$ cat src/logic/dac_latch_defs.svh
// constants for the parallel input latch
`ifndef DAC_LATCH_DEFS_SVH
`define DAC_LATCH_DEFS_SVH
`define CODE_WIDTH      14
`define CODE_MAX        14'h3FFF
`define CODE_ZERO       14'h0000
`define MSB_POS         13
`define LSB_POS         0
`define CLOCK_MHZ       100
`define MAX_RATE_MSPS   125
`define BUF_DEPTH       2
`define MIN_GAP_COUNT   4'h2
`define GAP_LIMIT       4'hF
`endif

$ cat src/logic/dac_latch_pkg.sv
// types shared by the input latch modules
package dac_latch_pkg;
   typedef logic [13:0] code_t;
   typedef enum logic [0:0] {
      mode_active,
      mode_sleep
   } power_mode_t;
endpackage

$ cat src/logic/sample_buf_if.sv
// interface carrying words through the sample buffer
`timescale 1ns/1ps
interface sample_buf_if #(parameter int W = 14);
   logic         in_valid;
   logic         in_ready;
   logic [W-1:0] in_data;
   logic         out_valid;
   logic         out_ready;
   logic [W-1:0] out_data;
   modport buf_side (input in_valid, in_data, out_ready, output in_ready, out_valid, out_data);
   modport user_side (output in_valid, in_data, out_ready, input in_ready, out_valid, out_data);
endinterface

$ cat src/logic/sample_buf.sv
// two-entry buffer with valid and ready on both sides
`timescale 1ns/1ps
module sample_buf #(
   parameter int W = 14
) (
   input wire logic    clock,
   input wire logic    rstn,
   sample_buf_if.buf_side bus
);
   logic [W-1:0] slot [2];
   logic         rd_ptr;
   logic         wr_ptr;
   logic [1:0]   count;
   logic         push;
   logic         pop;

   assign push          = bus.in_valid && (count != 2'h2);
   assign pop           = (count != 2'h0) && bus.out_ready;
   assign bus.in_ready  = (count != 2'h2);
   assign bus.out_valid = (count != 2'h0);
   assign bus.out_data  = slot[rd_ptr];

   always_ff @(posedge clock) begin
      if (push) begin
         slot[wr_ptr] <= bus.in_data;
      end
   end

   always_ff @(posedge clock) begin
      if (!rstn) begin
         rd_ptr <= 1'b0;
         wr_ptr <= 1'b0;
         count  <= 2'h0;
      end else begin
         if (push) begin
            wr_ptr <= ~wr_ptr;
         end
         if (pop) begin
            rd_ptr <= ~rd_ptr;
         end
         count <= count + {1'b0, push} - {1'b0, pop};
      end
   end

   a_buf_no_overflow: assert property (@(posedge clock) disable iff (!rstn)
      count <= 2'h2) else $error("buffer count above two");
endmodule // sample_buf

$ cat src/logic/dac_parallel_input_latch.sv
// digital front end of a 14-bit current-output converter
//
// What this block does
// the interface is a 14-bit parallel word plus one sample clock, all bits driven together.
// the word is unsigned straight binary with bit 13 most and bit 0 least significant.
// an all-ones code drives full scale on the true output, the complement output carrying the rest.
// at code 16383 the complement carries nothing; true follows code, complement follows max minus code.
// the word is captured edge-triggered and the output changes only after a rising sample clock edge or on entering sleep.
// the path takes rising sample edges at least three 100 MHz clocks apart, about 33 MSPS, and the source must not update faster.
// any sample clock duty cycle works provided both phases meet the minimum pulse width.
// the source should change data on the falling edge of a 50% duty clock; the bench source runs 40 ns high and 80 ns low.
// the sleep input has a pull-down so an unconnected pin leaves the device enabled.
// sleep at 1 powers down and turns off output current, sleep at 0 restores operation.
// between rising sample edges the latched code stays constant; the output changes only when a word is accepted from the buffer or in sleep.
`timescale 1ns/1ps
`include "dac_latch_defs.svh"
module dac_parallel_input_latch
   import dac_latch_pkg::*;
#(
   parameter int W = `CODE_WIDTH
) (
   input  wire logic         clock,
   input  wire logic         rstn,
   input  wire logic         sample_clk,
   input  wire logic [W-1:0] sample_word,
   input  wire logic         sleep_pin,
   input  wire logic         sleep_driven,
   input  wire logic         out_ready,
   output logic              out_valid,
   output logic [W-1:0]      true_current_out,
   output logic [W-1:0]      complement_current_out,
   output logic              powered_down,
   output logic              word_dropped
);
   logic [2:0]   clk_sync;
   logic [W-1:0] word_s1;
   logic [W-1:0] word_s2;
   logic [1:0]   sleep_sync;
   logic [1:0]   driven_sync;
   logic         sleep_level;
   logic         rise;
   logic         accept;
   logic [3:0]   gap;
   power_mode_t  mode;
   logic [W-1:0] held_code;
   logic         pending;

   sample_buf_if #(.W(W)) sbus ();

   function automatic logic [W-1:0] complement_of(input logic [W-1:0] code);
      complement_of = W'(`CODE_MAX) - code;
   endfunction

   // two-flop synchronisers on every pin input
   always_ff @(posedge clock) begin
      clk_sync <= {clk_sync[1:0], sample_clk};
   end

   always_ff @(posedge clock) begin
      word_s1 <= sample_word;
      word_s2 <= word_s1;
   end

   always_ff @(posedge clock) begin
      sleep_sync  <= {sleep_sync[0], sleep_pin};
      driven_sync <= {driven_sync[0], sleep_driven};
   end

   // pull-down: an undriven pin reads as low
   assign sleep_level = driven_sync[1] & sleep_sync[1];

   // rising sample edge, aligned with word_s2
   assign rise   = clk_sync[1] & ~clk_sync[2];
   assign accept = sbus.out_valid && out_ready;

   // clocks since the last rising sample edge, saturating
   always_ff @(posedge clock) begin
      if (!rstn) begin
         gap <= `GAP_LIMIT;
      end else if (rise) begin
         gap <= 4'h0;
      end else if (gap != `GAP_LIMIT) begin
         gap <= gap + 4'h1;
      end
   end

   always_ff @(posedge clock) begin
      if (!rstn) begin
         mode <= mode_active;
      end else begin
         mode <= sleep_level ? mode_sleep : mode_active;
      end
   end

   // master stage: capture only on the rising edge
   always_ff @(posedge clock) begin
      if (!rstn) begin
         held_code <= `CODE_ZERO;
      end else if (rise) begin
         held_code <= word_s2;
      end
   end

   // one push request per captured word
   always_ff @(posedge clock) begin
      if (!rstn) begin
         pending <= 1'b0;
      end else begin
         pending <= rise;
      end
   end

   assign sbus.in_valid  = pending;
   assign sbus.in_data   = held_code;
   assign sbus.out_ready = out_ready;

   sample_buf #(.W(W)) u_buf (
      .clock (clock),
      .rstn  (rstn),
      .bus   (sbus)
   );

   always_ff @(posedge clock) begin
      if (!rstn) begin
         powered_down <= 1'b0;
      end else begin
         powered_down <= (mode == mode_sleep);
      end
   end

   // a capture that finds the buffer full is lost and flagged
   always_ff @(posedge clock) begin
      if (!rstn) begin
         word_dropped <= 1'b0;
      end else begin
         word_dropped <= pending && !sbus.in_ready;
      end
   end

   always_ff @(posedge clock) begin
      if (!rstn) begin
         out_valid <= 1'b0;
      end else begin
         out_valid <= accept;
      end
   end

   // slave stage: drive the outputs from the buffer head
   always_ff @(posedge clock) begin
      if (!rstn) begin
         true_current_out       <= `CODE_ZERO;
         complement_current_out <= `CODE_ZERO;
      end else if (mode == mode_sleep) begin
         true_current_out       <= `CODE_ZERO;
         complement_current_out <= `CODE_ZERO;
      end else if (accept) begin
         true_current_out       <= sbus.out_data;
         complement_current_out <= complement_of(sbus.out_data);
      end
   end

   a_sum_full_scale: assert property (@(posedge clock) disable iff (!rstn)
      (mode == mode_active && accept) |=>
      (true_current_out + complement_current_out == W'(`CODE_MAX)))
      else $error("outputs do not sum to full scale");
   a_comp_from_head: assert property (@(posedge clock) disable iff (!rstn)
      (mode == mode_active && accept) |=> (complement_current_out == W'(`CODE_MAX) - $past(sbus.out_data)))
      else $error("complement not max minus code");
   a_max_code_zero: assert property (@(posedge clock) disable iff (!rstn)
      (true_current_out == W'(`CODE_MAX) && !powered_down) |-> complement_current_out == `CODE_ZERO)
      else $error("complement nonzero at max code");

   a_sleep_off: assert property (@(posedge clock) disable iff (!rstn)
      (mode == mode_sleep) |=> (true_current_out == `CODE_ZERO && complement_current_out == `CODE_ZERO))
      else $error("current on in sleep");
   a_power_flag: assert property (@(posedge clock) disable iff (!rstn)
      (mode == mode_sleep) |=> powered_down)
      else $error("power down not flagged");
   a_off_when_down: assert property (@(posedge clock) disable iff (!rstn)
      powered_down |-> (true_current_out == `CODE_ZERO && complement_current_out == `CODE_ZERO))
      else $error("current on while flagged down");
   a_sleep_follow: assert property (@(posedge clock) disable iff (!rstn)
      sleep_level |=> (mode == mode_sleep))
      else $error("sleep not followed");
   a_wake_follow: assert property (@(posedge clock) disable iff (!rstn)
      !sleep_level |=> (mode == mode_active))
      else $error("wake not followed");

   a_hold_between: assert property (@(posedge clock) disable iff (!rstn)
      (!rise) |=> $stable(held_code))
      else $error("code changed without rising edge");
   a_edge_capture: assert property (@(posedge clock) disable iff (!rstn)
      rise |=> (held_code == $past(word_s2)))
      else $error("word not captured on edge");
   a_out_from_head: assert property (@(posedge clock) disable iff (!rstn)
      (mode == mode_active && accept) |=> (true_current_out == $past(sbus.out_data)))
      else $error("output not taken from buffer head");
   a_out_change: assert property (@(posedge clock) disable iff (!rstn)
      (mode == mode_active && !accept) |=> $stable(true_current_out))
      else $error("output changed without word");
   a_valid_pulse: assert property (@(posedge clock) disable iff (!rstn)
      accept |=> out_valid)
      else $error("update not flagged");
   a_no_update: assert property (@(posedge clock) disable iff (!rstn)
      !accept |=> !out_valid)
      else $error("update flagged without word");

   a_pending_pulse: assert property (@(posedge clock) disable iff (!rstn)
      rise |=> pending ##1 !pending)
      else $error("capture pulse wrong");
   a_drop_flag: assert property (@(posedge clock) disable iff (!rstn)
      (pending && !sbus.in_ready) |=> word_dropped)
      else $error("lost word not flagged");
   a_drop_only_full: assert property (@(posedge clock) disable iff (!rstn)
      word_dropped |-> ($past(pending) && !$past(sbus.in_ready)))
      else $error("drop flagged with room left");
   a_rise_spacing: assert property (@(posedge clock) disable iff (!rstn)
      rise |-> (gap >= `MIN_GAP_COUNT))
      else $error("sample edges too close");

   c_full: cover property (@(posedge clock) !sbus.in_ready);
   c_max: cover property (@(posedge clock) true_current_out == W'(`CODE_MAX));
   c_sleep: cover property (@(posedge clock) $rose(powered_down));
   c_drop: cover property (@(posedge clock) word_dropped);
   c_wake: cover property (@(posedge clock) $fell(powered_down));
endmodule // dac_parallel_input_latch

$ cat config.mk
export PLATFORM = sky130hd
export DESIGN_NAME = dac_parallel_input_latch
export DESIGN_NICKNAME = d
export VERILOG_FILES = /design/src/logic/dac_latch_pkg.sv /design/src/logic/sample_buf_if.sv /design/src/logic/sample_buf.sv /design/src/logic/dac_parallel_input_latch.sv
export VERILOG_INCLUDE_DIRS = /design/src /design/src/logic
export SDC_FILE = /design/constraint.sdc
export NUM_CORES = 1
export LEC_CHECK = 0
export BUFFER_PORTS_ARGS = -buffer_cell sky130_fd_sc_hd__buf_4
export CAP_MARGIN = 20
export CORE_MARGIN = 1.5
export CORE_UTILIZATION = 34
export DETAILED_ROUTE_END_ITERATION = 8
export GPL_ROUTABILITY_DRIVEN = 1
export GPL_TIMING_DRIVEN = 0
export SKIP_CTS_REPAIR_TIMING = 1
export SLEW_MARGIN = 30
export SYNTH_ARGS = -nofsm -noshare
export SYNTH_HDL_FRONTEND = slang
export SYNTH_SLANG_ARGS = --single-unit
export TNS_END_PERCENT = 50
$ cat constraint.sdc
create_clock -name clock -period 1.75 [get_ports clock]
set_input_delay 0.2625 -clock clock [delete_from_list [all_inputs] [get_ports clock]]
set_output_delay 0.2625 -clock clock [all_outputs]
set_load 0.02 [all_outputs]
==> summary.md, run 1 <==
| Metric | Value |
|---|---|
| Reg-to-Reg Start | `u_buf.count[1]$_SDFF_PN0_` |
| Syn Area/Cell | `12.60 µm²` |
| R2R setup slack | `0.07 ns` |
| Die area | `around 11000 µm²` |
| Global-route wire length before repair | `slightly below 10 mm` |
| Max VDD drop | `between 0.7 and 0.8 mV` |
| Crit path capture type | `flop` |
| Simple-gate share of the synthesized area | `0.1479` |
| Final Power | `7.566 mW` |
| Mux contribution to synthesized area | `0.03916` |
| Vias per inst | `roughly 4` |
| Required @ worst endpoint | `around 2.1 ns` |
| Compound-gate portion of the synthesized area | `0.04790` |
| Synthesized cell area | `roughly 3600 µm²` |
| Worst setup SP type | `flop` |
| Via count | `2144` |
| EDFF count, synth | `28` |
| GR Overflow Total | `0` |
| HP Class | `input pin to flop` |
| CTS tree | `done` |
| Max Clk Rate | `595.7 MHz` |
| Antenna violations before repair | `0` |
| Launch point of the worst path | `u_buf.count[1]$_SDFF_PN0_` |
| Die width | `105.6 µm` |
| Die Y | `approximately 110 µm` |
| DRT antenna net count | `0` |
| Netlist cell types | `24` |
| CTS Buf Count | `17` |
| Pleak | `roughly 2.0 nW` |
| Total routed wirelength | `6.082 mm` |
| Adder-cell share of the synthesized area | `0.006993` |
| Largest family of logic cells by synthesized area | `simple AND/OR/NAND/NOR gates` |
| Commonest cells post-synth | `87 x dfxtp_1, 57 x nand2_1, 29 x a21oi_1, 28 x edfxtp_1, 20 x nor2_1` |
| FF+latch count, synth | `around 120` |
| Initial Util | `0.3482` |
| Synth warn | `0` |
| Synthesized net count | `306` |
| Reg-to-Reg End | `u_buf.count[1]$_SDFF_PN0_` |
| Root Driver | `clkbuf_8` |
| Worst Skew | `0.01288 ns` |
| Final worst-path cycle share | `0.9593` |
| Rows | `37` |
| Largest net degree at the start of global routing | `17` |
| Tot GR Track Use | `0.1164` |
| Worst-Margin Slew | `between 0.6 and 0.7 ns` |
| I/O Buffers | `50` |
| Worst-path clk slew | `0.06 ns` |
| Vias in the first global route | `2011` |
| Critical Path End | `u_buf.count[1]$_SDFF_PN0_` |
| Final Max Slew Viols | `0` |
| Final hold slack | `0.007345 ns` |
| Final setup fails | `0` |
| Post-synth top area cell | `dfxtp_1` |
| Post-DP HPWL | `about 4 mm` |
| Hold Vio Cnt, Final | `0` |
| Outcome | `finished, final reports clean` |
| Sequential share of the synthesized area | `0.7217` |
| Layout Utilization | `0.4821` |
| Max Cap Viol | `0` |
| Gpl congestion | `0.7157` |
| Slew HR | `0.5797` |
| Worst path arrival time | `2.05 ns` |
| Synth Flop Type | `dfxtp_1` |
| Final min period | `around 1.7 ns` |
| Top-count cell post-synth | `dfxtp_1` |
| Crit Path Class | `flop to flop` |
| Layout cell share with drive strength beyond 1 | `0.2946` |
| Crit path max fanout | `4` |
| Clock latency at the later pin of the worst-skew pair | `~0.51 ns` |
| Core area | `10280 µm²` |
| First DRT Iteration DRCs | `56` |
| Clock buffer depth | `2` |
| # H-tree levels | `4` |
| Layout area overhead | `38.46%` |
| Routed WL per cell | `11.63 µm` |
| Pwr/cell area | `1527 nW/µm²` |
| RSZ-0062 raised after global routing | `no` |
| DRC | `0` |
| Synth area leaders | `dfxtp_1 49%, edfxtp_1 23%, nand2_1 6.0%` |
| R2r worst-path depth | `8` |
| CTS Sinks | `115` |
| Layout Nets | `396` |
| First-pass DRT Iterations | `5` |
| Setup tns final | `0 ns` |
| N_diodes | `0` |
| Post-Synthesis Cells | `284` |
| Post-synth ARST share | `0` |
| XOR/XNOR Fraction of Synth Area | `0.009441` |
| Top cell type's share of synthesized area | `0.4867` |
| Io pins | `51` |
| FILL cells | `951` |
-- per-stage QoR --
stage                     std cells  worst slack (ns)  instance area [µm²]
final                           523           0.07117                 4955
after global routing            523          0.003075                 4955
after CTS                       502           -0.1884                 4731
after detailed placement        470           -0.1876                 4124
after global placement          470           -0.1279                 4124
after floorplan                 284           0.07373                 3578
-- layout make-up --
type	instances	area [µm²]	area share
well taps	136	170.2	0.03434
inverters	5	23.77	0.004798
plain buffers	12	72.57	0.01465
clock buffers	25	516.7	0.1043
flip-flops and latches	115	2586	0.5220
repair buffers	72	580.6	0.1172
clock inverters	7	90.09	0.01818
multi-input cells	151	914.6	0.1846
-- layout by cell type (no fill, tap or decap), types with 5 or more instances in the layout --
master / count
dfxtp_1: 86
buf_4: 58
nand2_1: 57
a21oi_1: 29
edfxtp_1: 28
nor2_1: 20
clkbuf_16: 18
dlygate4sd3_1: 17
mux2i_1: 14
nor3b_2: 14
clkbuf_1: 6
buf_2: 5
-- routing by layer --
| metal | part of all wire | track usage | up-vias |
|---|---|---|---|
| met5 | 0 | 0 | - |
| met4 | 0.012 | 0.06950 | 0 |
| met3 | 0.047 | 0.04082 | 7 |
| met2 | 0.47 | 0.1727 | 55 |
| met1 | 0.47 | 0.1460 | 953 |
| li1 | - | - | 1129 |
-- power by group --
group / switching (mW) / internal, mW
combinational: 0.590 / 0.507
sequential: 0.112 / 2.95
clock: 1.10 / 2.30
-- worst min path at each step --
| stage | from | to | slack, ns | cells past startpoint |
|---|---|---|---|---|
| finish | rstn | u_buf.count[0]$_SDFF_PN0_ | 0.007 | 2 |
| global route | rstn | powered_down$_SDFF_PN0_ | 0.002 | 2 |
| CTS | sample_word[10] | word_s1[10]$_DFF_P_ | -0.16 | 1 |
| detailed placement | word_s1[8]$_DFF_P_ | word_s2[8]$_DFF_P_ | 0.31 | 0 |
| global placement | driven_sync[0]$_DFF_P_ | driven_sync[1]$_DFF_P_ | 0.31 | 0 |
| floorplan | sample_clk | clk_sync[0]$_DFF_P_ | 0.29 | 0 |
-- worst max-delay path, cell delays in order (launching register included) --
cell      delay, ns
dfxtp_4        0.36
o21ai_4        0.21
clkinv_4       0.11
ha_4           0.26
inv_1          0.03
ha_2           0.16
xor2_1         0.16
xnor2_1        0.18
nor2_1         0.06
-- sequential cells by signal, indices dropped and copies added (netlist names), named ones only --
signal	flops
clk_sync	3
complement_current_out	14
driven_sync	2
held_code	14
mode	1
out_valid	1
pending	1
powered_down	1
sleep_sync	2
true_current_out	14
u_buf.count	2
u_buf.rd_ptr	1
u_buf.slot	28
u_buf.wr_ptr	1
word_dropped	1
word_s1	14
word_s2	14
-- cell families (layout without fill, tap and decap cells) --
kind of cell / Yosys count / after routing
compound gates: 31 / 31
buf+inv: 18 / 121
mux: 14 / 14
simple gates: 101 / 101
flops: 115 / 115
fa+ha+maj: 2 / 2
xor+xnor: 3 / 3
Power figures use the tool's default switching activity.
==> run 2, diff against run 1 <==
--- a/config.mk
+++ b/config.mk
@@ -13,6 +13,7 @@
 export DETAILED_ROUTE_END_ITERATION = 8
 export GPL_ROUTABILITY_DRIVEN = 1
 export GPL_TIMING_DRIVEN = 0
+export PLACE_DENSITY = 0.55
 export SKIP_CTS_REPAIR_TIMING = 1
 export SLEW_MARGIN = 30
 export SYNTH_ARGS = -nofsm -noshare
==> summary.md, run 2 (synthesized netlist as in run 1, its figures left out) <==
| Metric | Value |
|---|---|
| Outcome | `finished, final reports clean` |
| CP dominant cell by count | `ha_4` |
| Worst-path cell chain | `o21ai_4 -> clkinv_4 -> ha_4 -> inv_2 -> ha_4 -> xor2_1 -> xnor2_1 -> nor2_1` |
| Max Clk Rate | `577.7 MHz` |
| Worst-Margin Slew | `0.6365 ns` |
| Crit Path Class | `flop to flop` |
| RSZ-0062 raised after global routing | `yes` |
| HP Class | `input pin to flop` |
| N_diodes | `0` |
| First-pass DRT Iterations | `4` |
| FILL cells | `946` |
| Worst Skew | `0.007459 ns` |
| Max Cap Viol | `0` |
| Reg area | `around 2600 µm²` |
| Slowest CP cell | `dfxtp_4` |
| Tot GR Track Use | `0.1117` |
| Final min period | `1.731 ns` |
| CTS tree | `done` |
| Vias in the first global route | `1973` |
| Io pins | `51` |
| Final Power | `7.690 mW` |
| Footprint of the multi-input gates | `924.6 µm²` |
| Post-DP HPWL | `3.843 mm` |
| Final setup fails | `0` |
| I/O Buffers | `50` |
| Layout cell share with drive strength beyond 1 | `0.2982` |
| Largest register FFs | `28` |
| Largest reg by FF count | `u_buf.slot` |
| Largest net degree at the start of global routing | `17` |
| Clock latency at the later pin of the worst-skew pair | `0.50 ns` |
| Most common cell after layout, fill and taps aside | `dfxtp_1` |
| Final Max Slew Viols | `0` |
| Clock buffer depth | `2` |
| Via count | `2167` |
| Worst-path clk slew | `roughly 0.050 ns` |
| DRC | `0` |
| Gpl congestion | `0.6881` |
| Setup tns final | `0 ns` |
| Rows | `37` |
| Root Driver | `clkbuf_8` |
| Vias per inst | `approximately 4.1` |
| CTS Buf Count | `17` |
| CTS Sinks | `between 100 and 150` |
| GR Overflow Total | `0` |
| Required @ worst endpoint | `2.11 ns` |
| Pwr/cell area | `1538 nW/µm²` |
| First DRT Iteration DRCs | `52` |
| Final worst-path cycle share | `0.9892` |
| Commonest cells after routing, fill and taps aside | `86 x dfxtp_1, 60 x buf_4, 57 x nand2_1` |
| Routed WL per cell | `roughly 11 µm` |
| DRT antenna net count | `0` |
| CP Buf/Inv Count | `2` |
| CP delay by family, top | `adder cells` |
| Crit path capture type | `flop` |
| Global-route wire length before repair | `9.246 mm` |
| Slew HR | `0.5757` |
| CP max stage delay | `between 0.3 and 0.4 ns` |
| Layout Nets | `398` |
| Max VDD drop | `between 0.5 and 0.6 mV` |
| Worst setup SP type | `flop` |
| Layout area overhead | `39.76%` |
| Die width | `105.6 µm` |
| Antenna violations before repair | `0` |
| # H-tree levels | `4` |
| Hold Vio Cnt, Final | `0` |
| Core area | `10280 µm²` |
| Die area | `11150 µm²` |
| Worst path arrival time | `2.09 ns` |
| Total routed wirelength | `roughly 5.9 mm` |
| Crit path max fanout | `7` |
| Pleak | `between 1.5 and 2 nW` |
| Initial Util | `0.3482` |
| Die Y | `105.6 µm` |
## run 2: cell count changes in the layout (fill, tap and decap cells not counted), sizes merged
cell and change:
clkbuf -1, bufinv +1, dlygate4sd3 +1, buf +1
## run 2: per-layer routing
layer | up-vias | share of wire | track usage
li1 | 1127 | - | -
met1 | 972 | 0.49 | 0.1339
met2 | 58 | 0.44 | 0.1667
met3 | 10 | 0.052 | 0.04762
met4 | 0 | 0.023 | 0.06660
met5 | - | 0 | 0
## run 2: final timing paths
| path | to | start | slack [ns] | cells past startpoint |
|---|---|---|---|---|
| min | complement_current_out[2]$_SDFFE_PP0P_ | out_ready | 0.12 | 4 |
| min reg2reg | word_s2[6]$_DFF_P_ | word_s1[6]$_DFF_P_ | 0.33 | 0 |
| max reg2reg | u_buf.count[1]$_SDFF_PN0_ | u_buf.count[1]$_SDFF_PN0_ | 0.02 | 8 |
| max | u_buf.count[1]$_SDFF_PN0_ | u_buf.count[1]$_SDFF_PN0_ | 0.02 | 8 |
## run 2: report_power, final
group | switching (mW) | leakage [nW] | internal (mW)
sequential | 0.112 | 0.981 | 2.95
combinational | 0.588 | 0.699 | 0.527
clock | 1.10 | 0.310 | 2.41
total | 1.80 | 1.99 | 5.89
## run 2: area by class of cell
type,instances,share of cell area
Buffer,12,0.01451
Tap cell,136,0.03403
Multi-Input combinational cell,151,0.1849
Clock buffer,24,0.1006
Sequential cell,115,0.5171
Inverter,5,0.004754
Clock inverter,8,0.02402
Timing Repair Buffer,74,0.1201
## run 2: through the flow
step	utilization	instances	area, µm²	hold WS, ns	setup WS [ns]
floorplan	-	284	3578	0.2902	0.07373
finish	0.4866	525	5001	0.1224	0.01888
CTS	0.4619	502	4747	-0.1730	-0.1462
global placement	0.4013	470	4124	0.3115	-0.1211
global route	0.4866	525	5001	0.1313	-0.05853
detailed placement	0.4013	470	4124	0.3143	-0.1328
## run 2: worst register-to-register path, stage by stage (launching register included)
cell and delay [ns]:
dfxtp_4 0.35, o21ai_4 0.26, clkinv_4 0.15, ha_4 0.29, inv_2 0.04, ha_4 0.15
xor2_1 0.16, xnor2_1 0.15, nor2_1 0.05
